File: config.mk
export PLATFORM = sky130hd
export DESIGN_NAME = manual_scan_pendant_control
export DESIGN_NICKNAME = d
export VERILOG_FILES = /design/src/pendant_pkg.sv /design/src/param_if.sv /design/src/param_mem.sv /design/src/manual_scan_pendant_control.sv
export SDC_FILE = /design/constraint.sdc
export NUM_CORES = 2
export LEC_CHECK = 0
export BUFFER_PORTS_ARGS = -buffer_cell sky130_fd_sc_hd__buf_2
export CORE_ASPECT_RATIO = 1.25
export CORE_MARGIN = 2
export CORE_UTILIZATION = 45
export CTS_BUF_LIST = sky130_fd_sc_hd__clkbuf_8
export DETAILED_ROUTE_END_ITERATION = 10
export GPL_TIMING_DRIVEN = 0
export MAX_ROUTING_LAYER = met4
export PLACE_DENSITY_LB_ADDON = 0.25
export RECOVER_POWER = 100
export SLEW_MARGIN = 20
export SYNTH_ARGS = -nofsm -noshare
export SYNTH_HDL_FRONTEND = slang
export SYNTH_SLANG_ARGS = --single-unit
export TNS_END_PERCENT = 5
File: constraint.sdc
create_clock -name clk_i -period 3.2 [get_ports clk_i]
set_input_delay 0.16 -clock clk_i [delete_from_list [all_inputs] [get_ports clk_i]]
set_output_delay 0.16 -clock clk_i [all_outputs]
set_load 0.02 [all_outputs]
File: src/pendant_pkg.sv
// Shared constants, types and helpers for the manual pendant front end
package pendant_pkg;

    // Clock and debounce timing
    localparam int CLK_HZ          = 50_000_000;
    localparam int DEBOUNCE_US     = 2000;
    localparam int DEBOUNCE_CYCLES = (CLK_HZ / 1_000_000) * DEBOUNCE_US;
    localparam int DB_CNT_W        = 17;
    localparam logic [1:0] BOARD_SETTLE = 2'h3;

    // Register byte offsets
    localparam logic [11:0] OFS_STATUS     = 12'h000;
    localparam logic [11:0] OFS_IN_ASSIGN  = 12'h004;
    localparam logic [11:0] OFS_OUT_ASSIGN = 12'h008;
    localparam logic [11:0] OFS_IRQ_STATUS = 12'h00c;
    localparam logic [11:0] OFS_IRQ_MASK   = 12'h010;
    localparam logic [3:0]  PARAM_PAGE     = 4'h1;

    // Values after reset
    localparam logic [31:0] IN_ASSIGN_RST  = 32'h0000_0000;
    localparam logic [15:0] OUT_ASSIGN_RST = 16'h5410;
    localparam logic [2:0]  IRQ_MASK_RST   = 3'h0;

    // Input assignment field: 8 bits per general input
    localparam int IN_FIELD_W = 8;
    localparam int IN_EN_POS  = 0;
    localparam int IN_FN_POS  = 1;
    localparam int IN_AX_POS  = 3;
    // Output assignment field: 4 bits per general output
    localparam int OUT_FIELD_W = 4;
    localparam int OUT_AX_POS  = 0;
    localparam int OUT_SRC_POS = 2;

    // Status register field positions
    localparam int ST_MANUAL = 0;
    localparam int ST_ESTOP  = 1;
    localparam int ST_AXIS   = 2;
    localparam int ST_AXOK   = 4;
    localparam int ST_BOARD  = 8;
    localparam int ST_RUN    = 12;
    localparam int ST_CCW    = 16;

    // Interrupt bits
    localparam int IRQ_ESTOP = 0;
    localparam int IRQ_MODE  = 1;
    localparam int IRQ_SCAN  = 2;

    typedef enum logic [1:0] {
        FN_PAUSE    = 2'h0,
        FN_SPEED0   = 2'h1,
        FN_SPEED1   = 2'h2,
        FN_SLOWDOWN = 2'h3
    } in_func_e;

    typedef enum logic [2:0] {
        BUS_IDLE  = 3'b001,
        BUS_FETCH = 3'b010,
        BUS_REPLY = 3'b100
    } bus_state_e;

    // Parameter slot indices within one axis
    localparam logic [3:0] P_START       = 4'h0;
    localparam logic [3:0] P_TOP         = 4'h1;
    localparam logic [3:0] P_END         = 4'h2;
    localparam logic [3:0] P_ACCEL       = 4'h3;
    localparam logic [3:0] P_DECEL       = 4'h4;
    localparam logic [3:0] P_END_PULSE   = 4'h5;
    localparam logic [3:0] P_SLOW        = 4'h6;
    localparam logic [3:0] P_SLOW_DELAY  = 4'h7;
    localparam logic [3:0] P_SCAN_START  = 4'h8;
    localparam logic [3:0] P_SCAN_TOP    = 4'h9;
    localparam logic [3:0] P_SCAN_END    = 4'ha;
    localparam logic [3:0] P_SCAN_ACCEL  = 4'hb;
    localparam logic [3:0] P_SCAN_DECEL  = 4'hc;
    localparam logic [3:0] P_SCAN_AREA   = 4'hd;
    localparam logic [3:0] P_SCAN_SLOW   = 4'he;
    localparam logic [3:0] P_HOMING      = 4'hf;

    // Jumper defaults
    localparam logic [15:0] SPD_LOW_FIT  = 16'h012c;
    localparam logic [15:0] SPD_LOW_OPEN = 16'h0320;
    localparam logic [15:0] SPD_TOP_FIT  = 16'h0bb8;
    localparam logic [15:0] SPD_TOP_OPEN = 16'h2710;
    localparam logic [15:0] RATE_FIT     = 16'h0018;
    localparam logic [15:0] RATE_OPEN    = 16'h0025;
    localparam logic [15:0] AREA_FIT     = 16'h0014;
    localparam logic [15:0] AREA_OPEN    = 16'h003c;
    localparam logic [15:0] PARAM_ZERO   = 16'h0000;

    // Default value of a slot for a fitted or open jumper
    function automatic logic [15:0] param_default(input logic [3:0] idx,
                                                  input logic       fitted);
        logic [15:0] v;
        v = PARAM_ZERO;
        case (idx)
            P_START, P_END, P_SLOW, P_SCAN_START, P_SCAN_END, P_SCAN_SLOW,
            P_HOMING:
                v = fitted ? SPD_LOW_FIT : SPD_LOW_OPEN;
            P_TOP, P_SCAN_TOP:
                v = fitted ? SPD_TOP_FIT : SPD_TOP_OPEN;
            P_ACCEL, P_DECEL, P_SCAN_ACCEL, P_SCAN_DECEL:
                v = fitted ? RATE_FIT : RATE_OPEN;
            P_SCAN_AREA:
                v = fitted ? AREA_FIT : AREA_OPEN;
            default:
                v = PARAM_ZERO;
        endcase
        return v;
    endfunction : param_default

    // Lowest-numbered low select line wins; bit 2 flags a valid pick
    function automatic logic [2:0] decode_axis(input logic [3:0] sel_n);
        logic [2:0] r;
        r = 3'h0;
        if (!sel_n[0]) r = 3'h4;
        else if (!sel_n[1]) r = 3'h5;
        else if (!sel_n[2]) r = 3'h6;
        else if (!sel_n[3]) r = 3'h7;
        return r;
    endfunction : decode_axis

endpackage : pendant_pkg

File: src/param_if.sv
// Carrier between the front end and its parameter memory
`timescale 1ns/1ns
interface param_if;
    logic        we;
    logic [5:0]  waddr;
    logic [15:0] wdata;
    logic [5:0]  raddr_a;
    logic [15:0] rdata_a;
    logic [5:0]  raddr_b;
    logic [15:0] rdata_b;

    modport mem  (input  we, waddr, wdata, raddr_a, raddr_b,
                  output rdata_a, rdata_b);
    modport user (output we, waddr, wdata, raddr_a, raddr_b,
                  input  rdata_a, rdata_b);
endinterface : param_if

File: src/param_mem.sv
// Two-read-port parameter store, 4 axes by 16 slots, registered reads
`timescale 1ns/1ns
module param_mem (
    input  wire logic clk_i,  // System clock
    param_if.mem      pm      // Memory side of the carrier
);
    logic [15:0] store [64];

    // Contents carry no reset; validity is tracked by the user
    always_ff @(posedge clk_i) begin
        if (pm.we) begin
            store[pm.waddr] <= pm.wdata;
        end
        pm.rdata_a <= store[pm.raddr_a];
        pm.rdata_b <= store[pm.raddr_b];
    end
endmodule : param_mem

File: src/manual_scan_pendant_control.sv
// Manual pendant front end with mode, scan, input and output routing
`timescale 1ns/1ns
module manual_scan_pendant_control
    import pendant_pkg::*;
#(
    parameter int DEBOUNCE_LEN = DEBOUNCE_CYCLES  // Debounce sample period
) (
    input  wire logic        clk_i,                  // 50 MHz clock
    input  wire logic        rst_i,                  // Sync reset, high
    input  wire logic        wb_cyc_i,               // Wishbone cycle
    input  wire logic        wb_stb_i,               // Wishbone strobe
    input  wire logic        wb_we_i,                // Wishbone write
    input  wire logic [11:0] wb_adr_i,               // Byte address
    input  wire logic [3:0]  wb_sel_i,               // Byte lanes
    input  wire logic [31:0] wb_dat_i,               // Write data
    output logic      [31:0] wb_dat_o,               // Read data
    output logic             wb_ack_o,               // Acknowledge
    output logic             irq_o,                  // Level interrupt
    input  wire logic        manual_select_i,        // Pendant mode pin
    input  wire logic        emergency_stop_second_n_i, // Stop, low active
    input  wire logic        scan_cw_request_n_i,    // CW scan, low active
    input  wire logic        scan_ccw_request_n_i,   // CCW scan, low active
    input  wire logic [3:0]  general_in_n_i,         // General / select pins
    input  wire logic [3:0]  default_param_jumper_i, // 1 = jumper fitted
    input  wire logic [3:0]  board_number_switch_i,  // Rotary switch
    input  wire logic [3:0]  counter_event_i,        // Per-axis counter event
    input  wire logic [3:0]  second_event_i,         // Per-axis second event
    input  wire logic [3:0]  param_idx_i,            // Scan engine slot pick
    output logic      [15:0] param_val_o,            // Effective param value
    output logic             stop_all_o,             // Halt all pulse output
    output logic      [3:0]  scan_run_o,             // Per-axis scan active
    output logic      [3:0]  scan_ccw_o,             // Per-axis scan is CCW
    output logic      [3:0]  pause_o,                // Per-axis pause
    output logic      [3:0]  speed_choice_0_o,       // Per-axis speed bit 0
    output logic      [3:0]  speed_choice_1_o,       // Per-axis speed bit 1
    output logic      [3:0]  slowdown_halt_o,        // Per-axis slow stop
    output logic      [3:0]  general_out_o,          // Routed event outputs
    output logic      [3:0]  board_number_o,         // Captured board number
    output logic      [2:0]  manual_axis_o           // Bit 2 valid, axis
);
    // Per-axis mask of inputs doing one function
    function automatic logic [3:0] fn_axes(input logic [31:0] asg,
                                           input logic [3:0]  act,
                                           input logic [1:0]  fn);
        logic [3:0] r;
        logic [7:0] f;
        r = 4'h0;
        for (int i = 0; i < 4; i++) begin
            f = asg[i*IN_FIELD_W +: IN_FIELD_W];
            if (f[IN_EN_POS] && f[IN_FN_POS +: 2] == fn && act[i]) begin
                r[f[IN_AX_POS +: 2]] = 1'b1;
            end
        end
        return r;
    endfunction : fn_axes
    // Byte-lane merge for control registers
    function automatic logic [31:0] lane_merge(input logic [31:0] old_v,
                                               input logic [31:0] new_v,
                                               input logic [3:0]  sel);
        logic [31:0] r;
        r = old_v;
        for (int b = 0; b < 4; b++) begin
            if (sel[b]) r[b*8 +: 8] = new_v[b*8 +: 8];
        end
        return r;
    endfunction : lane_merge
    param_if pm ();
    param_mem u_mem (.clk_i(clk_i), .pm(pm));
    // Two-stage synchronisers for every pin input
    logic [15:0] sync_a_reg;
    logic [15:0] sync_b_reg;
    wire  [15:0] pins = {board_number_switch_i, default_param_jumper_i,
                         general_in_n_i, scan_ccw_request_n_i,
                         scan_cw_request_n_i, manual_select_i,
                         emergency_stop_second_n_i};
    always_ff @(posedge clk_i) begin
        sync_a_reg <= pins;
        sync_b_reg <= sync_a_reg;
    end
    wire       estop_n_s = sync_b_reg[0];
    wire [6:0] db_raw    = sync_b_reg[7:1];
    wire [3:0] jumper_s  = sync_b_reg[11:8];
    wire [3:0] board_s   = sync_b_reg[15:12];
    // Shared sample tick; a level is taken after two equal samples
    logic [DB_CNT_W-1:0] db_cnt_reg;
    logic [6:0]          db_prev_reg;
    logic [6:0]          db_reg;
    wire db_tick = (db_cnt_reg == DB_CNT_W'(DEBOUNCE_LEN - 1));
    always_ff @(posedge clk_i) begin
        if (rst_i) begin
            db_cnt_reg  <= '0;
            db_prev_reg <= 7'h7f;
            db_reg      <= 7'h7f;
        end else begin
            db_cnt_reg <= db_tick ? '0 : db_cnt_reg + 1'b1;
            if (db_tick) begin
                db_prev_reg <= db_raw;
                if (db_raw == db_prev_reg) db_reg <= db_raw;
            end
        end
    end
    // Fixed levels: no polarity option on these seven pins
    wire       man_host = db_reg[0];
    wire       cw_n     = db_reg[1];
    wire       ccw_n    = db_reg[2];
    wire [3:0] gin_n    = db_reg[6:3];
    // Mode and axis selection
    wire       manual_mode = !man_host;
    wire [2:0] axis_pick   = decode_axis(gin_n);
    // Scan requests; both pressed together is treated as no request
    logic [3:0] scan_run_next;
    logic [3:0] scan_ccw_next;
    wire scan_ok = manual_mode && estop_n_s && axis_pick[2] && (cw_n ^ ccw_n);
    always_comb begin
        scan_run_next = 4'h0;
        scan_ccw_next = 4'h0;
        if (scan_ok) begin
            scan_run_next[axis_pick[1:0]] = 1'b1;
            scan_ccw_next[axis_pick[1:0]] = !ccw_n;
        end
    end
    // Control registers
    logic [31:0] in_assign_reg;
    logic [15:0] out_assign_reg;
    logic [2:0]  irq_status_reg;
    logic [2:0]  irq_mask_reg;
    logic [63:0] written_reg;
    bus_state_e  bus_state_reg;
    // Bus decode
    wire req      = wb_cyc_i && wb_stb_i;
    wire hit_st   = (wb_adr_i == OFS_STATUS);
    wire hit_in   = (wb_adr_i == OFS_IN_ASSIGN);
    wire hit_out  = (wb_adr_i == OFS_OUT_ASSIGN);
    wire hit_irq  = (wb_adr_i == OFS_IRQ_STATUS);
    wire hit_msk  = (wb_adr_i == OFS_IRQ_MASK);
    wire hit_par  = (wb_adr_i[11:8] == PARAM_PAGE) && (wb_adr_i[1:0] == 2'h0);
    wire [5:0] par_a = wb_adr_i[7:2];
    wire fetch    = (bus_state_reg == BUS_FETCH) && req;
    wire wr_now   = fetch && wb_we_i;
    wire rd_now   = fetch && !wb_we_i;
    // Effective value: host-written slot or jumper default
    wire [15:0] par_eff_a = written_reg[par_a] ? pm.rdata_a :
                            param_default(par_a[3:0], jumper_s[par_a[5:4]]);
    logic [5:0] raddr_b_reg;
    wire  [15:0] par_eff_b = written_reg[raddr_b_reg] ? pm.rdata_b :
                  param_default(raddr_b_reg[3:0], jumper_s[raddr_b_reg[5:4]]);
    // Memory hookup; only full low-half writes reach a slot
    assign pm.we      = wr_now && hit_par && (wb_sel_i[1:0] == 2'h3);
    assign pm.waddr   = par_a;
    assign pm.wdata   = wb_dat_i[15:0];
    assign pm.raddr_a = par_a;
    assign pm.raddr_b = {axis_pick[1:0], param_idx_i};
    wire [31:0] status_word = (32'h0
        | (32'(manual_mode)      << ST_MANUAL)
        | (32'(!estop_n_s)       << ST_ESTOP)
        | (32'(axis_pick[1:0])   << ST_AXIS)
        | (32'(axis_pick[2])     << ST_AXOK)
        | (32'(board_number_o)   << ST_BOARD)
        | (32'(scan_run_o)       << ST_RUN)
        | (32'(scan_ccw_o)       << ST_CCW));
    logic [31:0] rd_mux;
    always_comb begin
        rd_mux = 32'h0;
        if (hit_st) rd_mux = status_word;
        else if (hit_in) rd_mux = in_assign_reg;
        else if (hit_out) rd_mux = {16'h0, out_assign_reg};
        else if (hit_irq) rd_mux = {29'h0, irq_status_reg};
        else if (hit_msk) rd_mux = {29'h0, irq_mask_reg};
        else if (hit_par) rd_mux = {16'h0, par_eff_a};
    end
    // Bus sequencer: one cycle for the memory read, then a one-cycle ack
    always_ff @(posedge clk_i) begin
        if (rst_i) begin
            bus_state_reg <= BUS_IDLE;
            wb_ack_o      <= 1'b0;
            wb_dat_o      <= 32'h0;
        end else begin
            wb_ack_o <= 1'b0;
            case (bus_state_reg)
                BUS_IDLE:  if (req) bus_state_reg <= BUS_FETCH;
                BUS_FETCH: begin
                    bus_state_reg <= req ? BUS_REPLY : BUS_IDLE;
                    wb_ack_o      <= req;
                    wb_dat_o      <= wb_we_i ? 32'h0 : rd_mux;
                end
                BUS_REPLY: bus_state_reg <= BUS_IDLE;
                default:   bus_state_reg <= BUS_IDLE;
            endcase
        end
    end
    // Register writes and the written-slot flags
    wire [31:0] out_merged = lane_merge({16'h0, out_assign_reg}, wb_dat_i,
                                        wb_sel_i);
    always_ff @(posedge clk_i) begin
        if (rst_i) begin
            in_assign_reg  <= IN_ASSIGN_RST;
            out_assign_reg <= OUT_ASSIGN_RST;
            irq_mask_reg   <= IRQ_MASK_RST;
            written_reg    <= '0;
        end else if (wr_now) begin
            if (hit_in) in_assign_reg <= lane_merge(in_assign_reg, wb_dat_i,
                                                    wb_sel_i);
            if (hit_out) out_assign_reg <= out_merged[15:0];
            if (hit_msk && wb_sel_i[0]) irq_mask_reg <= wb_dat_i[2:0];
            if (pm.we) written_reg[par_a] <= 1'b1;
        end
    end
    // Events; a new event beats a read clear in the same cycle
    logic estop_prev_reg;
    logic man_prev_reg;
    wire [2:0] irq_ev = {(scan_run_next != 4'h0) && (scan_run_o == 4'h0),
                         man_host != man_prev_reg,
                         estop_prev_reg && !estop_n_s};
    wire rd_clear = rd_now && hit_irq;
    always_ff @(posedge clk_i) begin
        if (rst_i) begin
            estop_prev_reg <= 1'b1;
            man_prev_reg   <= 1'b1;
            irq_status_reg <= 3'h0;
            irq_o          <= 1'b0;
        end else begin
            estop_prev_reg <= estop_n_s;
            man_prev_reg   <= man_host;
            irq_status_reg <= (rd_clear ? 3'h0 : irq_status_reg) | irq_ev;
            irq_o          <= |(irq_status_reg & irq_mask_reg);
        end
    end
    // Host-mode functions from general inputs, silenced in manual mode
    wire [3:0] gin_act = ~gin_n;
    always_ff @(posedge clk_i) begin
        if (rst_i || manual_mode) begin
            pause_o          <= 4'h0;
            speed_choice_0_o <= 4'h0;
            speed_choice_1_o <= 4'h0;
            slowdown_halt_o  <= 4'h0;
        end else begin
            pause_o          <= fn_axes(in_assign_reg, gin_act, FN_PAUSE);
            speed_choice_0_o <= fn_axes(in_assign_reg, gin_act, FN_SPEED0);
            speed_choice_1_o <= fn_axes(in_assign_reg, gin_act, FN_SPEED1);
            slowdown_halt_o  <= fn_axes(in_assign_reg, gin_act, FN_SLOWDOWN);
        end
    end
    // Scan outputs, stop, routed outputs and the scan parameter port
    always_ff @(posedge clk_i) begin
        if (rst_i) begin
            stop_all_o    <= 1'b0;
            scan_run_o    <= 4'h0;
            scan_ccw_o    <= 4'h0;
            general_out_o <= 4'h0;
            manual_axis_o <= 3'h0;
            raddr_b_reg   <= 6'h0;
            param_val_o   <= 16'h0;
        end else begin
            stop_all_o    <= !estop_n_s;
            scan_run_o    <= scan_run_next;
            scan_ccw_o    <= scan_ccw_next;
            manual_axis_o <= manual_mode ? axis_pick : 3'h0;
            raddr_b_reg   <= pm.raddr_b;
            param_val_o   <= par_eff_b;
            for (int k = 0; k < 4; k++) begin
                general_out_o[k] <=
                  out_assign_reg[k*OUT_FIELD_W + OUT_SRC_POS] ?
                  second_event_i[out_assign_reg[k*OUT_FIELD_W+OUT_AX_POS+:2]] :
                  counter_event_i[out_assign_reg[k*OUT_FIELD_W+OUT_AX_POS+:2]];
            end
        end
    end
    // Board number taken once, a few cycles after reset release
    logic [1:0] board_wait_reg;
    logic       board_taken_reg;
    always_ff @(posedge clk_i) begin
        if (rst_i) begin
            board_wait_reg  <= 2'h0;
            board_taken_reg <= 1'b0;
            board_number_o  <= 4'h0;
        end else if (!board_taken_reg) begin
            board_wait_reg <= board_wait_reg + 1'b1;
            if (board_wait_reg == BOARD_SETTLE) begin
                board_taken_reg <= 1'b1;
                board_number_o  <= board_s;
            end
        end
    end
endmodule : manual_scan_pendant_control

### Word level (Yosys, flattened, before mapping)

Memories as Yosys holds them, arrays and structs flattened. A register that Yosys moved wholly into a read port is not among the register bits.
Cells that the tools add are included.

| operators by class | value |
|---|---|
| add/subtract/negate cells | 2 |
| multiply operators | 0 |
| divide/modulo/power cells | 0 |
| magnitude comparators | 19 |
| eq/ne operators | 51 |
| shift operators | 0 |
| multiplexer cells | 100 |
| bitwise logic cells | 27 |
| reductions and logical operators | 88 |

Operator list:

| cell | number |
|---|---|
| $mux W4 | 29 |
| $pmux W14 S4 | 2 |
| $mux W16 | 6 |
| $mux W32 | 3 |
| $eq A4 B4 Y1 const B | 16 |
| $or A64 B64 Y64 | 1 |
| $logic_and A1 B1 Y1 | 52 |
| $or A4 B4 Y4 | 12 |
| $lt A2 B3 Y1 const B | 11 |
| $mux W14 | 2 |
| $mux W1 | 26 |
| $eq A12 B4 Y1 const B | 2 |
| $mux W6 | 4 |
| $mux W3 | 7 |
| $bmux W1 S2 | 10 |
| $eq A2 B2 Y1 const B | 10 |
| $mux W10 | 2 |
| $or A16 B20 Y20 | 1 |
| $reduce_and A3 Y1 | 6 |
| $add A17 B1 Y17 const B | 1 |
| $eq A17 B17 Y1 const B | 1 |
| $eq A4 B2 Y1 const B | 4 |
| $eq A4 B3 Y1 const B | 4 |
| $or A12 B16 Y16 | 1 |
| 38 further kinds | 74 |

| storage, ports and cells | value |
|---|---|
| bits in registers | 281 |
| latch bits | 0 |
| memory bits (writable) | 1024 |
| ROM bits | 0 |
| output and inout port bits | 86 |
| logic and storage cells | 322 |
| memories | 1 |

Memory list:

| name | depth | width | rd ports | clocked after Yosys merged registers in | write ports | RTL line | text |
|---|---|---|---|---|---|---|---|
| u_mem.store | 64 | 16 | 2 | 2 | 1 | param_mem.sv:7 | `logic [15:0] store [64];` |

### Logic depth before layout (Yosys ltp)

| logic depth | value |
|---|---|
| depth in word-level cells | 14 |
| gate-level depth with buffers | 13 |

### Modules after synthesis

Synthesis repeated with hierarchy kept, for this count alone.

| unflattened totals | value |
|---|---|
| cell total of the unflattened synthesis | 3903 |
| area total of the unflattened synthesis | 60879.6 um^2 |

Modules (own cells, without submodules):

| module | times used | cells each | area an instance (um^2) |
|---|---|---|---|
| param_mem | 1 | 2582 | 48836.8 |
| manual_scan_pendant_control | 1 | 1321 | 12042.8 |

### Worst setup path before layout

OpenSTA, ideal clock, no wires.

| path | value |
|---|---|
| path type | input port to flip-flop |
| start | input wb_adr_i[3] |
| end | memory u_mem.store[48][0], enable pin |
| setup time | 389 ps |
| arrival time | 2631 ps |
| data required time | 2811 ps |
| path slack | 180 ps |
| stages | 10 |
| buffers on the path | 8 |
| path through | buf_2 buf_2 clkbuf_1 buf_2 buf_2 buf_2 buf_2 or3_1 clkbuf_1 nor2_1 |

RTL lines:

| item | RTL line | text |
|---|---|---|
| from (decl) | manual_scan_pendant_control.sv:13 | `input wire logic [11:0] wb_adr_i,` |
| to (decl) | param_mem.sv:7 |  |

No word-level cell before the write port.

### Final worst setup path

| path | value |
|---|---|
| start | input wb_adr_i[3] |
| end | register wb_dat_o[4] |

| between the ends | value |
|---|---|
| cells in the longest elaborated chain, start to end | 11 |
| elaborated cells between the ends (all ways) | 33 |
| classes of those cells | eq/ne (17); mux (11); reduce/logical (5) |

Ends and longest elaborated chain:

| item | RTL line | text |
|---|---|---|
| parallel branches: the longest is 9 deep, another holds $mux W32 | -- |  |
| $mux W32 * | manual_scan_pendant_control.sv:164 | `if (hit_st) rd_mux = status_word;` |
| $mux W32 * | manual_scan_pendant_control.sv:184 | `wb_dat_o <= wb_we_i ? 32'h0 : rd_mux;` |
| to (signal assigned) | manual_scan_pendant_control.sv:184 |  |
| to (decl) | manual_scan_pendant_control.sv:16 | `output logic [31:0] wb_dat_o,` |

Every way passes the cells marked *. The select of a mux whose other input is x is not followed.
A chain may end at the register's enable or synchronous reset.

==> results.yml <==
cts:
  cts.clk_slew.worst_paths_ns: 0.07
  numCtsBuffers: 205
  cts.htree.levels: 4
  cts_buffer_depth: 3
  root_buffer: "clkbuf_8"
  cts_tree: "done"
  cts.sinks: 1337
  insertion_delay_ns: 0.96
critical_path:
  worstRegToRegCells: 8
  r2r-start: "bus_state_reg[1]$_SDFFE_PP0P_"
  required_ns: 4.00
  crit_arrival_ns: 4.26
  cp-start-kind: "input port"
  crit_fanout: 10
  path_class: "input port to flop"
  timing.rr.end: "u_mem.store[40][15]$_DFFE_PP_"
  endpoint_kind: "flop"
  ff2ff_setup_slack_ns: -0.13
floorplan:
  pin_count: 167
  initial_core_util_pct: 45.3
  die-area_sq_um: 135000
  die_h_um: 411
  die_w_um: 329
  floorplan.rows: 149
  coreArea_sq_um: 132000
sta:
  worstMarginPinSlew_ns: 1.82
  setup_violations: 528
  min_period_over_period_pct: 108
  fin_tns_setup_ns: -34.29
  period_needed_ns: 3.46
  final_hold_viol_count: 0
  whs_ns: 0.0773
  setup_ws_ns: -0.264
  slew_headroom_pct: -21.1
  clock.fmax_mhz: 289
  rsz0062_at_grt: "yes"
  slew_violations: 907
  worst_clock_skew_ns: 0.0397
global_routing:
  grtUsageTotal_pct: 30.0
  antenna_found_initial: 10
  grt_pass1_vias: 37800
  grt_pass1_wl_um: 275000
  grt_max_degree: 68
  overflow: 0
synth:
  synthSimpleGateAreaFrac_pct: 4.76
  synth_fp_nets: 3463
  yosys_warnings: 0
  synth_area_per_cell_sq_um: 17.6
  synth_edf_count: 1024
  muxShareOfSynthArea_pct: 27.4
  yosysSeqAreaShare_pct: 62.1
  synth-main-ff-cell: "edfxtp_1"
  synth-seq-cells: 1337
  ys_types: 65
  synth_fa_ha_area_share_pct: 0.0420
  yosys.area_share.xor_xnor_pct: 0.368
  synth_compound_gate_area_share_pct: 3.34
  syn_area_sq_um: 59600
  synthArstFlopShare_pct: 0
  syn_inst: 3380
  synth_top_family_by_area: "multiplexers"
route:
  drt_iter0_markers: 4734
  vias_per_cell: 6.41
  drt_wl_total_um: 196000
  drc: 0
  wl_per_cell_um: 33.4
  drt.antenna.violating_nets: 0
  drtPass1Iterations: 5
  vias: 37600
power:
  irDropWorstVdd_mv: 0.538
  p_leak_nw: 22.2
  power_density_nw_per_um2: 519
flow_run:
  maxCapViolations: 14
min_path:
  hold_start: "rst_i"
  min_to: "out_assign_reg[4]$_SDFFE_PP1P_"
  min_path_type: "input port to flop"
  hold_depth: 3
cells_and_area:
  largest_reg_flops: 1024
  final_cell_mix: "1024 x edfxtp_1, 686 x mux4_2, 313 x dfxtp_1"
  layout.nets: 4033
  final_layout_size_suffix_gt1_share_pct: 30.4
  nFillCells: 10700
  syn_to_final_growth_pct: 15.5
  layout_commonest_cell: "edfxtp_1"
placed_design:
  dp_hpwl_um: 137000
  port_buffers: 160
  gp_congestion: 1.02
status:
  status: "finished with violations"
  failed_checks: "max-capacitance violations, max-slew violations, negative setup slack"
[power by group]
| part | switching (W) | internal [W] |
|---|---|---|
| clock | 0.00688 | 0.00701 |
| sequential | 0.0000575 | 0.0188 |
| combinational | 0.00185 | 0.00117 |
| total | 0.00879 | 0.0270 |
[metal layers]
layer	track usage [%]	vias up	wire [um]
li1	-	15100	-
met1	33.7	19400	66300
met2	48.2	2437	95800
met3	7.02	672	19100
met4	19.3	0	15100
met5	-	-	0
[synth_stat cells, types with 10 or more instances]
| cell | count | share of area (%) |
|---|---|---|
| a21oi_1 | 152 | 1.3 |
| a22oi_1 | 49 | 0.62 |
| a31oi_1 | 10 | 0.11 |
| and2_1 | 15 | 0.16 |
| and3_1 | 14 | 0.15 |
| buf_1 | 57 | 0.36 |
| buf_2 | 24 | 0.20 |
| buf_4 | 12 | 0.15 |
| clkbuf_1 | 164 | 1.0 |
| dfxtp_1 | 313 | 11 |
| edfxtp_1 | 1024 | 52 |
| inv_1 | 23 | 0.14 |
| mux2i_1 | 87 | 1.5 |
| mux4_2 | 686 | 26 |
| nand2_1 | 170 | 1.1 |
| nand3_1 | 46 | 0.39 |
| nor2_1 | 268 | 1.7 |
| nor2b_1 | 51 | 0.54 |
| nor3_1 | 22 | 0.18 |
| o211ai_1 | 10 | 0.13 |
| o21ai_0 | 35 | 0.29 |
| xor2_1 | 19 | 0.28 |
[metrics by stage]
stage / area (sq um) / setup slack [ns] / std cells / util (%) / power [W]
global placement: 62500 / -2.83 / 5276 / 47.5 / 0.0220
global route: 68800 / -0.189 / 5869 / 52.3 / 0.0367
floorplan: 59600 / 0.180 / 3380 / - / 0.0207
finish: 68800 / -0.264 / 5870 / 52.3 / 0.0357
detailed placement: 63400 / -1.71 / 5312 / 48.2 / 0.0220
CTS: 69400 / -0.0888 / 5856 / 52.7 / 0.0359
[critical path, stage by stage]
cell,delay (ns)
buf_2,0.22
clkbuf_2,0.54
clkbuf_1,0.45
buf_4,0.40
clkbuf_2,0.48
buf_4,0.37
clkbuf_2,0.31
clkbuf_2,0.37
a21oi_1,0.12
a311oi_1,0.63
o21ai_0,0.15
[cell families after synthesis]
logic type	after synthesis
AO/OA/AOI/OAI	323
XOR/XNOR	25
adder cells (fa/ha/maj)	2
buffers and inverters	283
flip-flops	1337
multiplexers	774
AND/OR/NAND/NOR	636
[timing repair]
item / 4_1_cts / 5_1_grt
buffers inserted: 39 / 6
setup endpoints to repair: 1056 / 780
endpoints found under the hold margin: 1131 / 0
pin swaps: 35 / 7
hold buffers: 123 / 0
resized for setup: 55 / 26
[cell type report]
class | instances | area [sq um] | area share (%)
plain buffers | 258 | 1150 | 1.67
clock buffers | 220 | 3030 | 4.40
repair buffers | 364 | 2740 | 3.99
inverters | 24 | 90.1 | 0.131
diodes | 8 | 20.0 | 0.0291
flip-flops and latches | 1337 | 37000 | 53.8
well taps | 1736 | 2170 | 3.16
clock inverters | 163 | 927 | 1.35
multi-input cells | 1760 | 21700 | 31.5
[worst max path at each step]
stage	from	end	slack, ns	cells past startpoint
after floorplan	wb_adr_i[3]	u_mem.store[48][0]$_DFFE_PP_	0.18	10
after global placement	wb_adr_i[5]	u_mem.store[60][9]$_DFFE_PP_	-2.83	7
after detailed placement	wb_adr_i[3]	u_mem.store[10][5]$_DFFE_PP_	-1.71	8
after CTS	bus_state_reg[1]$_SDFFE_PP0P_	u_mem.store[61][9]$_DFFE_PP_	-0.09	8
after global routing	param_idx_i[0]	u_mem.pm.rdata_b[5]$_DFF_P_	-0.19	7
final	wb_adr_i[3]	wb_dat_o[4]$_SDFFE_PP0N_	-0.26	11
Power figures use the tool's default switching activity.
